--- config.mk ---
export PLATFORM = sky130hd
export DESIGN_NAME = cmib_bus_unit
export DESIGN_NICKNAME = d
export VERILOG_FILES = /design/src/include/cmib_pkg.sv /design/src/design/cmib_sync.sv /design/src/design/cmib_bus_unit.sv
export VERILOG_INCLUDE_DIRS = /design/src /design/src/include
export SDC_FILE = /design/constraint.sdc
export NUM_CORES = 1
export LEC_CHECK = 0
export ABC_AREA = 1
export BUFFER_PORTS_ARGS = -buffer_cell sky130_fd_sc_hd__buf_2
export CAP_MARGIN = 15
export CELL_PAD_IN_SITES_DETAIL_PLACEMENT = 0
export CELL_PAD_IN_SITES_GLOBAL_PLACEMENT = 1
export CORE_MARGIN = 1.5
export CORE_UTILIZATION = 40
export DETAILED_ROUTE_END_ITERATION = 8
export HOLD_SLACK_MARGIN = 0.1
export PLACE_DENSITY = 0.76
export SYNTH_ARGS = -nofsm -noshare
export SYNTH_HDL_FRONTEND = slang
export SYNTH_SLANG_ARGS = --single-unit
--- constraint.sdc ---
create_clock -name mclk -period 3.8 [get_ports mclk]
set_input_delay 0.76 -clock mclk [delete_from_list [all_inputs] [get_ports mclk]]
set_output_delay 0.76 -clock mclk [all_outputs]
set_load 0.02 [all_outputs]
--- src/include/cmib_map.svh ---
// Address map, field positions, reset values and steps of the bus unit
`ifndef CMIB_MAP_SVH
`define CMIB_MAP_SVH

// ==========================================================
// Stack and instruction pointer steps
`define CMIB_SP_STEP 16'h0002
`define CMIB_FETCH_WORD_STEP 16'h0002
`define CMIB_FETCH_BYTE_STEP 16'h0001

// ==========================================================
// Reset values: first fetch lands at the top dedicated area
`define CMIB_RESET_CS 16'hFFFF
`define CMIB_RESET_IP 16'h0000
`define CMIB_RESET_SP 16'h0000
`define CMIB_RESET_WORD 16'h0000

// ==========================================================
// Dedicated physical memory areas
`define CMIB_DED_LOW_END 20'h0007F
`define CMIB_DED_HIGH_BASE 20'hFFFF0

// ==========================================================
// Field positions
`define CMIB_LANE_BIT 0
`define CMIB_IO_UPPER 4'h0

`endif

--- src/include/cmib_pkg.sv ---
// Types shared by the bus unit files
package cmib_pkg;

  // ==========================================================
  // Requests from the execution side
  typedef enum logic [3:0] {
    CMIB_OP_NOP,
    CMIB_OP_MEM_RD,
    CMIB_OP_MEM_WR,
    CMIB_OP_PUSH,
    CMIB_OP_POP,
    CMIB_OP_IO_IN,
    CMIB_OP_IO_OUT,
    CMIB_OP_FETCH,
    CMIB_OP_JUMP,
    CMIB_OP_LOAD_SP,
    CMIB_OP_LOAD_ACC,
    CMIB_OP_LOAD_DX
  } cmib_op_t;

  // ==========================================================
  // Bus sequencer states
  typedef enum logic [1:0] {
    CMIB_ST_IDLE,
    CMIB_ST_START,
    CMIB_ST_WAIT,
    CMIB_ST_HOLD
  } cmib_state_t;

endpackage

--- src/design/cmib_sync.sv ---
// Two-stage synchroniser for the pins that arrive from outside
`timescale 1ns/1ps
`default_nettype none

module cmib_sync #(
  parameter int WIDTH = 18
) (
  // Clock and reset
  input wire logic mclk,
  input wire logic rst_b,
  // Pin side and synchronised side
  input wire logic [WIDTH-1:0] pin_in,
  output logic [WIDTH-1:0] pin_sync
);

  // ==========================================================
  // First stage is read only by the second stage
  logic [WIDTH-1:0] meta_reg;

  // Both stages clear on reset so hold and ready start low
  always_ff @(posedge mclk) begin
    if (!rst_b) begin
      meta_reg <= '0;
      pin_sync <= '0;
    end else begin
      meta_reg <= pin_in;
      pin_sync <= meta_reg;
    end
  end

endmodule
`default_nettype wire

--- src/design/cmib_bus_unit.sv ---
// Bus interface unit: memory, stack, fetch and I/O cycles with hold hand-over
//
// Contract
// Push: SP minus two, then write word
// Pop: read top word, then SP plus two
// Stack items always move as words
// Stack pointer wraps inside 64k segment
// Stack never moves or clears items
// Low and top areas are dedicated
// Wide bus: even word in one cycle
// Wide bus: odd word as two bytes
// Wide bus fetches even words, odd byte
// Narrow bus: every access is a byte
// Separate I/O space, byte or word ports
// Port data only with the accumulator
// Port address on low sixteen lines only
// Port from instruction or data port register
// Ports F8H to FFH left unused
// Wide bus moves 8 or 16 I/O bits
// Byte peripheral registers all even or odd
// Narrow bus moves one I/O byte per cycle
// Memory-mapped peripherals behave like memory
// Hold: finish cycle, then acknowledge
// No bus cycle while hold is asserted
// DMA alternates even and odd banks
// Physical address is segment shifted plus offset
// Low byte at lower address
// Stack uses stack segment and pointer
// Acknowledge drops once hold is withdrawn
`timescale 1ns/1ps
`default_nettype none
`include "cmib_map.svh"

module cmib_bus_unit
  import cmib_pkg::*;
#(
  parameter bit BUS16 = 1'b1
) (
  // Clock and reset
  input wire logic mclk,
  input wire logic rst_b,
  // Request from the execution side
  input wire logic req_valid,
  input wire cmib_op_t req_op,
  input wire logic req_word,
  input wire logic [15:0] req_seg,
  input wire logic [15:0] req_off,
  input wire logic [15:0] req_wdata,
  input wire logic [15:0] stack_seg,
  input wire logic [15:0] req_port_imm,
  input wire logic req_use_dx,
  output logic req_ready,
  // Answer to the execution side
  output logic resp_valid,
  output logic [15:0] resp_data,
  output logic resp_word,
  output logic resp_dedicated,
  // Visible processor state
  output logic [15:0] stack_pointer_reg,
  output logic [15:0] accumulator_word,
  output logic [15:0] data_port_register,
  // External bus
  output logic [19:0] bus_addr,
  output logic bus_bhe_b,
  output logic bus_rd_b,
  output logic bus_wr_b,
  output logic bus_io_sel,
  output logic bus_ctl_oe,
  output logic [15:0] bus_data_out,
  output logic bus_data_oe,
  input wire logic [15:0] bus_data_in,
  input wire logic bus_ready,
  // DMA hand-over
  input wire logic hold_request,
  output logic bus_hold_acknowledge
);

  // ==========================================================
  // Functions
  // Segment shifted four bits plus offset, wrapping at 1M
  function automatic logic [19:0] cmib_phys(input logic [15:0] seg, input logic [15:0] off);
    cmib_phys = {seg, 4'h0} + {4'h0, off};
  endfunction

  // Two byte cycles for odd words, or any word on the narrow bus
  function automatic logic cmib_split(input logic word, input logic [15:0] off);
    cmib_split = word && (!BUS16 || off[`CMIB_LANE_BIT]);
  endfunction

  // Dedicated interrupt and reset areas
  function automatic logic cmib_dedicated(input logic [19:0] phys);
    cmib_dedicated = (phys <= `CMIB_DED_LOW_END) || (phys >= `CMIB_DED_HIGH_BASE);
  endfunction

  // ==========================================================
  // Declarations
  logic [17:0] pins_sync; // Hold, ready and data after two flops
  logic hold_s; // Synchronised hold request
  logic ready_s; // Synchronised ready
  logic [15:0] din_s; // Synchronised read data
  cmib_state_t state_reg; // Sequencer state
  cmib_state_t state_next;
  cmib_op_t op_reg; // Operation in progress
  logic word_reg; // Operand is a word
  logic two_reg; // Operand takes two byte cycles
  logic io_reg; // Access is in I/O space
  logic idx_reg; // Which byte cycle of a split
  logic busy_reg; // A bus operation is pending
  logic [15:0] seg_reg; // Segment base of the access
  logic [15:0] off_reg; // Offset or port of the first byte
  logic [15:0] wdata_reg; // Data to write
  logic [7:0] rbuf_reg; // Low byte of a split read
  logic [15:0] cs_reg; // Code segment
  logic [15:0] ip_reg; // Fetch pointer
  logic [2:0] strobe_cnt_reg; // Bus cycles of this transfer, for checks
  logic accept; // Request taken this edge
  logic bus_op; // Requested operation needs the bus
  logic wide; // Current cycle moves a whole word
  logic last; // Current cycle ends the transfer
  logic [15:0] off_cur; // Offset of the current cycle
  logic [19:0] addr_cur; // Address of the current cycle
  logic [7:0] lane_in; // Byte read on the active lane
  logic [15:0] read_val; // Assembled read result
  logic done; // Final cycle completes this edge

  // ==========================================================
  // Pin synchroniser
  cmib_sync #(
    .WIDTH(18)
  ) u_sync (
    .mclk(mclk),
    .rst_b(rst_b),
    .pin_in({hold_request, bus_ready, bus_data_in}),
    .pin_sync(pins_sync)
  );

  assign hold_s = pins_sync[17];
  assign ready_s = pins_sync[16];
  assign din_s = pins_sync[15:0];

  // ==========================================================
  // Request decode and cycle geometry
  always_comb begin
    accept = req_valid && req_ready && (state_reg == CMIB_ST_IDLE);
    bus_op = (req_op == CMIB_OP_MEM_RD) || (req_op == CMIB_OP_MEM_WR) ||
             (req_op == CMIB_OP_PUSH) || (req_op == CMIB_OP_POP) ||
             (req_op == CMIB_OP_IO_IN) || (req_op == CMIB_OP_IO_OUT) ||
             (req_op == CMIB_OP_FETCH);
    wide = word_reg && !two_reg;
    last = !two_reg || idx_reg;
    // Second byte wraps inside the segment or the port space
    off_cur = off_reg + {15'h0000, idx_reg};
    addr_cur = io_reg ? {`CMIB_IO_UPPER, off_cur} : cmib_phys(seg_reg, off_cur);
    lane_in = (BUS16 && bus_addr[`CMIB_LANE_BIT]) ? din_s[15:8] : din_s[7:0];
    // Low byte comes from the lower address
    if (wide) begin
      read_val = din_s;
    end else if (two_reg) begin
      read_val = {lane_in, rbuf_reg};
    end else begin
      read_val = {8'h00, lane_in};
    end
    done = (state_reg == CMIB_ST_WAIT) && ready_s && last;
  end

  // ==========================================================
  // Next state
  always_comb begin
    state_next = state_reg;
    case (state_reg)
      CMIB_ST_IDLE: begin
        if (accept && bus_op) begin
          state_next = CMIB_ST_START;
        end else if (!accept && hold_s) begin
          state_next = CMIB_ST_HOLD;
        end
      end
      CMIB_ST_START: begin
        // Hold is honoured before a transfer, never between its two halves
        if (!idx_reg && hold_s) begin
          state_next = CMIB_ST_HOLD;
        end else if (!ready_s) begin
          state_next = CMIB_ST_WAIT;
        end
      end
      CMIB_ST_WAIT: begin
        if (ready_s) begin
          state_next = last ? CMIB_ST_IDLE : CMIB_ST_START;
        end
      end
      CMIB_ST_HOLD: begin
        if (!hold_s) begin
          state_next = busy_reg ? CMIB_ST_START : CMIB_ST_IDLE;
        end
      end
      default: begin
        state_next = CMIB_ST_IDLE;
      end
    endcase
  end

  // Sequencer state, request ready and hold acknowledge
  always_ff @(posedge mclk) begin
    if (!rst_b) begin
      state_reg <= CMIB_ST_IDLE;
      req_ready <= 1'b0;
      bus_hold_acknowledge <= 1'b0;
    end else begin
      state_reg <= state_next;
      req_ready <= (state_next == CMIB_ST_IDLE);
      // Acknowledge only once no cycle runs, dropped as soon as hold goes
      bus_hold_acknowledge <= (state_next == CMIB_ST_HOLD);
    end
  end

  // ==========================================================
  // Operation latch
  always_ff @(posedge mclk) begin
    if (!rst_b) begin
      op_reg <= CMIB_OP_NOP;
      word_reg <= 1'b0;
      two_reg <= 1'b0;
      io_reg <= 1'b0;
      busy_reg <= 1'b0;
      seg_reg <= `CMIB_RESET_WORD;
      off_reg <= `CMIB_RESET_WORD;
      wdata_reg <= `CMIB_RESET_WORD;
    end else if (accept && bus_op) begin
      op_reg <= req_op;
      busy_reg <= 1'b1;
      io_reg <= (req_op == CMIB_OP_IO_IN) || (req_op == CMIB_OP_IO_OUT);
      case (req_op)
        CMIB_OP_PUSH, CMIB_OP_POP: begin
          // Always a word, addressed by stack segment and pointer
          word_reg <= 1'b1;
          seg_reg <= stack_seg;
          if (req_op == CMIB_OP_PUSH) begin
            off_reg <= stack_pointer_reg - `CMIB_SP_STEP;
            two_reg <= cmib_split(1'b1, stack_pointer_reg - `CMIB_SP_STEP);
          end else begin
            off_reg <= stack_pointer_reg;
            two_reg <= cmib_split(1'b1, stack_pointer_reg);
          end
          wdata_reg <= req_wdata;
        end
        CMIB_OP_FETCH: begin
          // Even word on the wide bus, a byte after landing on an odd address
          word_reg <= BUS16 && !ip_reg[`CMIB_LANE_BIT];
          two_reg <= 1'b0;
          seg_reg <= cs_reg;
          off_reg <= ip_reg;
          wdata_reg <= `CMIB_RESET_WORD;
        end
        CMIB_OP_IO_IN, CMIB_OP_IO_OUT: begin
          word_reg <= req_word;
          seg_reg <= `CMIB_RESET_WORD;
          // Port number from the instruction or from the data port register
          off_reg <= req_use_dx ? data_port_register : req_port_imm;
          two_reg <= cmib_split(req_word, req_use_dx ? data_port_register : req_port_imm);
          // Output data only from the accumulator
          wdata_reg <= req_word ? accumulator_word : {8'h00, accumulator_word[7:0]};
        end
        default: begin
          word_reg <= req_word;
          seg_reg <= req_seg;
          off_reg <= req_off;
          two_reg <= cmib_split(req_word, req_off);
          wdata_reg <= req_wdata;
        end
      endcase
    end else if (done) begin
      busy_reg <= 1'b0;
    end
  end

  // Byte cycle index and split read buffer
  always_ff @(posedge mclk) begin
    if (!rst_b) begin
      idx_reg <= 1'b0;
      rbuf_reg <= 8'h00;
    end else if (accept) begin
      idx_reg <= 1'b0;
    end else if ((state_reg == CMIB_ST_WAIT) && ready_s && !last) begin
      idx_reg <= 1'b1;
      rbuf_reg <= lane_in;
    end
  end

  // ==========================================================
  // Stack pointer: only pushes, pops and loads move it
  always_ff @(posedge mclk) begin
    if (!rst_b) begin
      stack_pointer_reg <= `CMIB_RESET_SP;
    end else if (accept && (req_op == CMIB_OP_LOAD_SP)) begin
      stack_pointer_reg <= req_wdata;
    end else if (accept && (req_op == CMIB_OP_PUSH)) begin
      // Decrement before the write; 16-bit arithmetic wraps in the segment
      stack_pointer_reg <= stack_pointer_reg - `CMIB_SP_STEP;
    end else if (done && (op_reg == CMIB_OP_POP)) begin
      // Increment only after the item has been read
      stack_pointer_reg <= stack_pointer_reg + `CMIB_SP_STEP;
    end
  end

  // Accumulator and data port register
  always_ff @(posedge mclk) begin
    if (!rst_b) begin
      accumulator_word <= `CMIB_RESET_WORD;
      data_port_register <= `CMIB_RESET_WORD;
    end else begin
      if (accept && (req_op == CMIB_OP_LOAD_ACC)) begin
        accumulator_word <= req_wdata;
      end else if (done && (op_reg == CMIB_OP_IO_IN)) begin
        // Byte input touches only the low accumulator byte
        if (word_reg) begin
          accumulator_word <= read_val;
        end else begin
          accumulator_word <= {accumulator_word[15:8], read_val[7:0]};
        end
      end
      if (accept && (req_op == CMIB_OP_LOAD_DX)) begin
        data_port_register <= req_wdata;
      end
    end
  end

  // Code segment and fetch pointer; reset points at the top dedicated area
  always_ff @(posedge mclk) begin
    if (!rst_b) begin
      cs_reg <= `CMIB_RESET_CS;
      ip_reg <= `CMIB_RESET_IP;
    end else if (accept && (req_op == CMIB_OP_JUMP)) begin
      cs_reg <= req_seg;
      ip_reg <= req_off;
    end else if (done && (op_reg == CMIB_OP_FETCH)) begin
      ip_reg <= ip_reg + (word_reg ? `CMIB_FETCH_WORD_STEP : `CMIB_FETCH_BYTE_STEP);
    end
  end

  // ==========================================================
  // Bus pins: address and strobes go out together, released outside cycles
  always_ff @(posedge mclk) begin
    if (!rst_b) begin
      bus_addr <= 20'h00000;
      bus_bhe_b <= 1'b1;
      bus_rd_b <= 1'b1;
      bus_wr_b <= 1'b1;
      bus_io_sel <= 1'b0;
      bus_ctl_oe <= 1'b0;
      bus_data_out <= 16'h0000;
      bus_data_oe <= 1'b0;
    end else if ((state_reg == CMIB_ST_START) && (state_next == CMIB_ST_WAIT)) begin
      bus_addr <= addr_cur;
      // High lane enabled for word cycles and odd bytes on the wide bus
      bus_bhe_b <= BUS16 ? !(wide || addr_cur[`CMIB_LANE_BIT]) : 1'b1;
      bus_io_sel <= io_reg;
      bus_ctl_oe <= 1'b1;
      if ((op_reg == CMIB_OP_MEM_WR) || (op_reg == CMIB_OP_PUSH) ||
          (op_reg == CMIB_OP_IO_OUT)) begin
        bus_wr_b <= 1'b0;
        bus_data_oe <= 1'b1;
        // A single byte is copied to both lanes so either bank sees it
        if (wide) begin
          bus_data_out <= wdata_reg;
        end else if (idx_reg) begin
          bus_data_out <= {wdata_reg[15:8], wdata_reg[15:8]};
        end else begin
          bus_data_out <= {wdata_reg[7:0], wdata_reg[7:0]};
        end
      end else begin
        bus_rd_b <= 1'b0;
      end
    end else if ((state_reg == CMIB_ST_WAIT) && ready_s) begin
      bus_rd_b <= 1'b1;
      bus_wr_b <= 1'b1;
      bus_data_oe <= 1'b0;
      bus_ctl_oe <= !last;
    end else if (state_reg == CMIB_ST_HOLD) begin
      bus_ctl_oe <= 1'b0;
      bus_data_oe <= 1'b0;
    end
  end

  // ==========================================================
  // Answer to the execution side
  always_ff @(posedge mclk) begin
    if (!rst_b) begin
      resp_valid <= 1'b0;
      resp_data <= 16'h0000;
      resp_word <= 1'b0;
      resp_dedicated <= 1'b0;
    end else if (done) begin
      resp_valid <= 1'b1;
      resp_data <= read_val;
      resp_word <= word_reg;
      // Flags data traffic into areas kept for interrupts and reset
      resp_dedicated <= !io_reg && (op_reg != CMIB_OP_FETCH) &&
                        cmib_dedicated(cmib_phys(seg_reg, off_reg));
    end else if (accept && !bus_op) begin
      resp_valid <= 1'b1;
      resp_data <= req_wdata;
      resp_word <= 1'b1;
      resp_dedicated <= 1'b0;
    end else begin
      resp_valid <= 1'b0;
    end
  end

  // ==========================================================
  // Checks
  always_ff @(posedge mclk) begin
    if (!rst_b || accept) begin
      strobe_cnt_reg <= 3'h0;
    end else if ((state_reg == CMIB_ST_START) && (state_next == CMIB_ST_WAIT)) begin
      strobe_cnt_reg <= strobe_cnt_reg + 3'h1;
    end
  end

  property p_push_dec;
    @(posedge mclk) disable iff (!rst_b)
    (accept && req_op == CMIB_OP_PUSH) |=> (stack_pointer_reg == $past(stack_pointer_reg) - 16'h0002);
  endproperty
  a_push_dec: assert property (p_push_dec) else $error("push did not lower SP by two");

  property p_pop_addr;
    @(posedge mclk) disable iff (!rst_b)
    ($fell(bus_rd_b) && op_reg == CMIB_OP_POP && !idx_reg) |->
      (bus_addr == cmib_phys(seg_reg, stack_pointer_reg));
  endproperty
  a_pop_addr: assert property (p_pop_addr) else $error("pop read not at top of stack");

  property p_cycle_count;
    @(posedge mclk) disable iff (!rst_b)
    (done && word_reg && op_reg != CMIB_OP_FETCH) |=>
      (strobe_cnt_reg == ((BUS16 && !off_reg[0]) ? 3'h1 : 3'h2));
  endproperty
  a_cycle_count: assert property (p_cycle_count) else $error("wrong bus cycle count");

  property p_hold_quiet;
    @(posedge mclk) disable iff (!rst_b)
    bus_hold_acknowledge |-> (bus_rd_b && bus_wr_b && !bus_data_oe);
  endproperty
  a_hold_quiet: assert property (p_hold_quiet) else $error("bus cycle during hold");

  property p_ack_drop;
    @(posedge mclk) disable iff (!rst_b)
    (bus_hold_acknowledge && !hold_s) |=> !bus_hold_acknowledge;
  endproperty
  a_ack_drop: assert property (p_ack_drop) else $error("acknowledge kept after hold");

  property p_ack_after_cycle;
    @(posedge mclk) disable iff (!rst_b)
    $rose(bus_hold_acknowledge) |-> ($past(bus_rd_b) && $past(bus_wr_b));
  endproperty
  a_ack_after_cycle: assert property (p_ack_after_cycle) else $error("acknowledge mid cycle");

  property p_io_low_lines;
    @(posedge mclk) disable iff (!rst_b)
    (bus_io_sel && !(bus_rd_b && bus_wr_b)) |-> (bus_addr[19:16] == 4'h0);
  endproperty
  a_io_low_lines: assert property (p_io_low_lines) else $error("port address above 16 bits");

  property p_wide_even;
    @(posedge mclk) disable iff (!rst_b)
    (!bus_rd_b && !bus_bhe_b && op_reg == CMIB_OP_FETCH && word_reg) |-> !bus_addr[0];
  endproperty
  a_wide_even: assert property (p_wide_even) else $error("word fetch from odd address");

endmodule
`default_nettype wire

==> reports/metrics.csv, run 1 <==
stage;metric;value;unit
synthesis;mux share of post-synthesis cell area;0.005193;
final_layout;post-route cell area;15750;um2
synthesis;flops & latches, synth;246;
setup_path;CP Data Required Time;4.21;ns
detailed_routing;Initial DRC Count;1218;
detailed_routing;Pre-antenna DRT Iters;6;
sta;min Tclk post-route;3.205;ns
setup_path;startpoint types;flop;
outcome;status;completed;
sta;worst slew pin tran;0.8749;ns
sta;Slew headroom;0.4146;
synthesis;largest family of logic cells by synthesized area;simple AND/OR/NAND/NOR gates;
global_route;number of global-route vias before repair;12412;
setup_path;Slowest cell on crit path;ha_1;
die;Die Footprint;34840;um2
sta;final hold violations;0;
pwr;switching fraction of total power;0.2896;
synthesis;register area share after synthesis;0.3650;
synthesis;Synth top area share;0.3650;
synthesis;Post-synth EDFFs;0;
global_route;aggregate global routing overflow;0;
detailed_routing;routed wire length;48.03;mm
pwr;power per cell area;413.0;nW/um2
detailed_routing;Vias/cell;5.270;
sta;period utilization;0.8433;
final_layout;most frequent cells in the layout;nand2_1 (540), dfxtp_1 (246), inv_1 (216), buf_2 (216), nor2_1 (140);
setup_path;worst reg-to-reg path cell count;24;
global_route;gr usage total;0.2675;
pwr;static leakage;7.369;nW
synthesis;Avg Cell Area, Syn;6.915;um2
clock_tree;TritonCTS buffer count;28;
sta;final setup fails;0;
placement;post-DP HPWL;36.08;mm
synthesis;post-synthesis adder-cell area fraction;0.03227;
synthesis;Post-Syn Area;13490;um2
synthesis;total number of yosys warnings;0;
clock_tree;CTS tree;yes;
sta;Final Max Slew Viols;0;
die;I/O Pins;218;
setup_path;Reg-to-Reg Start;idx_reg;
placement;Buffers on Ports;217;
die;Rows;67;
sta;fmax;0.3121;GHz
flow_run;number of max-cap violations;0;
synthesis;post-synthesis xor/xnor area fraction;0.03506;
setup_path;Critical Path AT;3.61;ns
setup_path;crit-path most repeated cell;nand2_1;
detailed_routing;remaining antenna violation count;0;
detailed_routing;drt wl/cell;18.51;um
final_layout;max reg flops;20;
synthesis;Top FF cell, synth;dfxtp_1;
setup_path;CP Capture Type;flop;
synthesis;Synth area leader;dfxtp_1;
placement;GP Congestion;0.9339;
pwr;clock network fraction of total power;0.424;
die;chip width;186.7;um
sta;setup_tns;0;ns
clock_tree;CTS Buffer Depth;3;
global_route;largest net degree at the start of global routing;81;
synthesis;count of cell types in the netlist;52;
clock_tree;H-tree lvl count;1;
setup_path;FF-to-FF setup slack;0.60;ns
final_layout;Area Growth Syn to Fin;16.76;%
global_route;first-pass GRT wire length;73.77;mm
detailed_routing;vias post-DR;13671;
final_layout;share of cells above drive strength 1;0.1555;
die;die height;186.7;um
pwr;Sequential Power Share;0.430;
setup_path;Crit Path Max Fanout;5;
clock_tree;Clock Tree Root;clkbuf_16;
synthesis;Mapped Nets;2091;
global_route;antenna violations before repair;4;
synthesis;Synth area leaders;dfxtp_1 (37%), nand2_1 (15%), inv_1 (6.0%);
sta;Fin Clk Skew;0.01449;ns
setup_path;r2r endpoint;bus_addr[17];
final_layout;most common cell after layout, fill and taps aside;nand2_1;
min_path;hold depth;3;
setup_path;critical-path cell list;ha_1, ha_1, nand3_1, nor2_1, nand2_1, nor2_1, inv_1, nor3_2, nand2_1, nor2_1, xor2_1, inv_1, ha_1, nand2_1, nor2_1, nor2_1, o21ai_1, nand2_1, nand2_1, nand2_1, nand2_1, nand2_1, nand3_1, a21oi_1;
placement;Placed Area;14820;um2
min_path;Worst Hold Class;input pin to flop;
pwr;P_int;0.004622;W
synthesis;Post-Syn Instances;1951;
sta;unrepaired setup endpoints after global routing;false;
synthesis;Synth Area in Compound Gates;0.1967;
pwr;switching power total;0.001884;W
synthesis;asr flop ratio synth;0;
clock_tree;clock-pin slew on the worst setup and hold paths;0.06;ns
die;core area;33360;um2
die;Starting Density;0.4044;
setup_path;worst stage delay on the critical path;0.37;ns
pwr;Gate power share;0.146;
min_path;Hold Path End;u_sync.meta_reg[1];
pwr;VDD IR max;0.3110;mV
synthesis;Synth Area in Simple Gates;0.2646;
clock_tree;worst skew pair latency;0.55;ns
final_layout;Nets;2262;
clock_tree;CTS Sinks;246;
clock_tree;post-CTS setup buffers;0;
detailed_routing;# DRC;0;
setup_path;CP Class;flop to flop;
min_path;HP Start;bus_data_in[1];
-- layer usage --
metal | track usage | wire [um] | vias to the layer above
met2 | 0.4419 | 22140 | 468
met4 | 0.07382 | 1258 | 0
met3 | 0.03141 | 2877 | 64
met1 | 0.3682 | 21750 | 6337
li1 | - | - | 6802
met5 | 0 | 0 | -
-- metrics by stage --
stage	utilization	hold slack [ns]	setup WS [ns]	std cells	power [W]
floorplan	-	0.3905	0.8565	1951	0.003443
global placement	0.4442	0.3953	0.5073	2540	0.003797
detailed placement	0.4442	0.3968	0.4966	2540	0.003801
CTS	0.4717	0.3655	0.4795	2590	0.006561
global route	0.4718	0.3859	0.05191	2590	0.006759
finish	0.4721	0.3888	0.5954	2594	0.006506
-- cells in the mapped netlist (all sizes together) (3+ instances only) --
cell / number
nand2: 545
dfxtp: 246
inv: 233
nor2: 158
a21oi: 124
o21ai: 121
nand3: 84
a31oi: 59
clkbuf: 54
xor2: 45
buf: 40
o211ai: 33
ha: 30
a22oi: 28
o221ai: 21
nor3: 19
nand4: 18
a221oi: 14
a211oi: 13
o22ai: 13
xnor2: 9
mux2i: 7
nand3b: 7
or2: 6
clkinv: 4
and2: 3
fa: 3
o2111ai: 3
-- cells by family (layout without fill, tap and decap cells) --
| logic type | Yosys count | in the layout |
|---|---|---|
| AOI/OAI and AO/OA | 435 | 435 |
| and+or+nand+nor | 845 | 845 |
| buffers and inverters | 331 | 522 |
| xor gates and xnor gates | 54 | 54 |
| muxes | 7 | 7 |
| adders and majority gates | 33 | 33 |
| other | 0 | 4 |
| DFF | 246 | 246 |
-- critical path: cells and delay by family, from the launching register on --
kind,cells,cell delay [ns]
compound gates,2,0.19
xor+xnor,1,0.15
fa+ha+maj,3,0.74
buf+inv,2,0.15
flops,1,0.33
simple gates,16,1.49
-- power groups by stage --
stage | registers [W] | clock network [W] | logic [W]
finish | 0.00280 | 0.00276 | 0.000949
global route | 0.00281 | 0.00291 | 0.00104
CTS | 0.00280 | 0.00281 | 0.000950
detailed placement | 0.00286 | 0 | 0.000944
global placement | 0.00285 | 0 | 0.000942
floorplan | 0.00287 | 0 | 0.000578
-- final cells by class --
| type | instances | area (um2) |
|---|---|---|
| timing repair buffer | 235 | 1236 |
| sequential | 246 | 4925 |
| tap | 448 | 560.5 |
| multi-input combinational | 1374 | 7212 |
| antenna | 4 | 10.01 |
| inverter | 237 | 890.9 |
| clock buffer | 38 | 779.5 |
| clock inverter | 12 | 138.9 |
| fill | 3531 | 17610 |
-- timing repair --
item                                    in CTS  in global routing
resized for setup                            0                  2
endpoints found under the setup margin       0                  2
hold buffers                                 0                  0
-- worst max-delay path by stage --
| stage | startpoint | to | slack (ns) | depth (start not counted) |
|---|---|---|---|---|
| after floorplan | idx_reg | bus_addr[17] | 0.86 | 23 |
| after detailed placement | idx_reg | bus_addr[17] | 0.50 | 22 |
| after global routing | off_reg[0] | bus_addr[17] | 0.05 | 24 |
| after CTS | idx_reg | bus_addr[17] | 0.48 | 22 |
| after global placement | idx_reg | bus_addr[17] | 0.51 | 22 |
| final | idx_reg | bus_addr[17] | 0.60 | 24 |
(Power assumes the default switching activity.)
==> inputs of run 2 (changes only) <==
Clock period 3.8 ns to 3.01 ns, I/O delays scaled along.
==> run 2 against run 1 <==
Net effect:
- the flow now finishes with violations (setup timing)
- die area is the same
- global-route usage grew 0.59 points
- flip-flop and latch count did not move
- final area rose by 4.3%
- power up 29%
- via count is 1.2% higher
- maximum frequency increased by 5.9%
- cell count increased by 1.9%
==> reports/metrics.csv, run 2 (synthesis gave the netlist of run 1 again) <==
stage;metric;value;unit
setup_path;Reg-to-Reg Start;idx_reg;
clock_tree;CTS Sinks;246;
final_layout;share of cells above drive strength 1;0.1933;
detailed_routing;# DRC;0;
placement;DP Cell Count;2584;
pwr;power per cell area;509.9;nW/um2
setup_path;worst reg-to-reg path cell count;22;
clock_tree;Clock Tree Root;clkbuf_16;
placement;GP Congestion;0.8998;
setup_path;CP Data Required Time;3.45;ns
setup_path;startpoint types;flop;
global_route;number of global-route vias before repair;12943;
final_layout;most frequent cells in the layout;nand2_1 (533), dfxtp_1 (244), buf_2 (216);
placement;Place WS;-0.2129;ns
detailed_routing;vias post-DR;13832;
placement;post-DP HPWL;36.80;mm
die;Rows;67;
sta;fmax;0.3305;GHz
setup_path;FF-to-FF setup slack;-0.02;ns
placement;Buffers on Ports;217;
min_path;Worst Hold Class;input pin to flop;
global_route;gr usage total;0.2734;
global_route;largest net degree at the start of global routing;48;
clock_tree;CTS Buffer Depth;3;
sta;period utilization;1.005;
detailed_routing;Initial DRC Count;1048;
clock_tree;H-tree lvl count;1;
outcome;status;complete, but fails checks;
die;I/O Pins;218;
pwr;VDD IR max;0.4460;mV
flow_run;number of max-cap violations;0;
die;Die Footprint;34840;um2
global_route;first-pass GRT wire length;75.12;mm
final_layout;most common cell after layout, fill and taps aside;nand2_1;
sta;setup_tns;-0.01837;ns
sta;Final Max Slew Viols;0;
die;chip width;186.7;um
detailed_routing;drt wl/cell;18.48;um
clock_tree;clock-pin slew on the worst setup and hold paths;0.07;ns
min_path;Hold Path End;u_sync.meta_reg[10];
setup_path;Crit Path Max Fanout;4;
detailed_routing;Top Metal Used;met5;
sta;min Tclk post-route;3.026;ns
detailed_routing;remaining antenna violation count;0;
clock_tree;CTS tree;yes;
setup_path;CP Class;flop to flop;
final_layout;Nets;2313;
detailed_routing;Routed met3 length;3.123;mm
pwr;Total Power;0.008381;W
detailed_routing;DR WL met2;22.56;mm
setup_path;r2r endpoint;bus_addr[19];
sta;worst slew pin tran;1.070;ns
sta;Worst Slack Setup Final;-0.01566;ns
detailed_routing;M1 wire length;21.55;mm
setup_path;Critical Path AT;3.47;ns
sta;Fin Clk Skew;0.02070;ns
final_layout;Area Growth Syn to Fin;21.83;%
final_layout;Layout Cells excl Fill;2644;
die;Starting Density;0.4044;
sta;final setup fails;2;
setup_path;CP Capture Type;flop;
die;core area;33360;um2
die;die height;186.7;um
global_route;antenna violations before repair;4;
sta;final hold violations;0;
detailed_routing;Pre-antenna DRT Iters;6;
detailed_routing;Vias/cell;5.231;
min_path;HP Start;bus_data_in[10];
global_route;aggregate global routing overflow;0;
clock_tree;worst skew pair latency;0.58;ns
clock_tree;TritonCTS buffer count;28;
min_path;hold depth;3;
outcome;failing checks;setup timing;
sta;unrepaired setup endpoints after global routing;true;
sta;Slew headroom;0.2843;
pwr;static leakage;7.667;nW
detailed_routing;routed wire length;48.87;mm
sta;Fin Hold WS;0.2032;ns
final_layout;max reg flops;20;
==> run 2: final cells by class <==
type,count,area [um2]
fill,3492,16930
multi-input combinational,1374,7446
sequential,246,4927
timing repair buffer,286,1652
inverter,237,890.9
clock buffer,42,813.3
tap,448,560.5
clock inverter,8,140.1
antenna,3,7.507
==> run 2: power breakdown <==
| part | switching [W] | internal, W |
|---|---|---|
| Clock | 0.00146 | 0.00212 |
| Combinational | 0.000840 | 0.000424 |
| Sequential | 0.000137 | 0.00340 |
==> run 2: timing repair <==
item / 4_1_cts / 5_1_grt
setup buffers: 3 / 4
gates resized for setup: 12 / 42
setup endpoints to repair: 9 / 11
pin swaps: 1 / 26
hold buffers: 0 / 0
==> run 2: through the flow <==
stage | util | cell area, um2
detailed placement | 0.4548 | 15170
global route | 0.4924 | 16430
global placement | 0.4548 | 15170
finish | 0.4927 | 16440
floorplan | - | 13490
CTS | 0.4855 | 16200
==> run 2: worst max path at each step <==
stage	from	endpoint	slack, ns	cells past startpoint
2_1_floorplan	idx_reg	bus_addr[17]	0.07	23
3_3_place_gp	idx_reg	bus_addr[17]	-0.16	22
3_5_place_dp	idx_reg	bus_addr[17]	-0.21	23
4_1_cts	idx_reg	bus_addr[17]	-0.02	23
5_1_grt	idx_reg	bus_addr[19]	-0.26	22
6_report	idx_reg	bus_addr[19]	-0.02	22
==> run 2: worst max-delay path: stages (launching register included) <==
cell	delay, ns
dfxtp_2	0.35
ha_4	0.14
ha_4	0.13
nand3_2	0.08
nor2_1	0.11
nand2_1	0.08
nor2_2	0.14
inv_2	0.07
nor3_4	0.20
nand2_2	0.08
nor2_2	0.12
xor2_1	0.13
inv_1	0.10
ha_4	0.29
a21o_1	0.15
buf_6	0.10
nand2_2	0.04
a211oi_2	0.18
nor2_1	0.07
nand2_1	0.08
a21oi_1	0.06
o21ai_1	0.08
a21oi_1	0.08
==> run 2: routing by layer <==
layer | track usage | vias to the layer above
met2 | 0.4521 | 479
met3 | 0.03799 | 77
li1 | - | 6899
met4 | 0.09181 | 2
met5 | 0 | -
met1 | 0.3662 | 6375
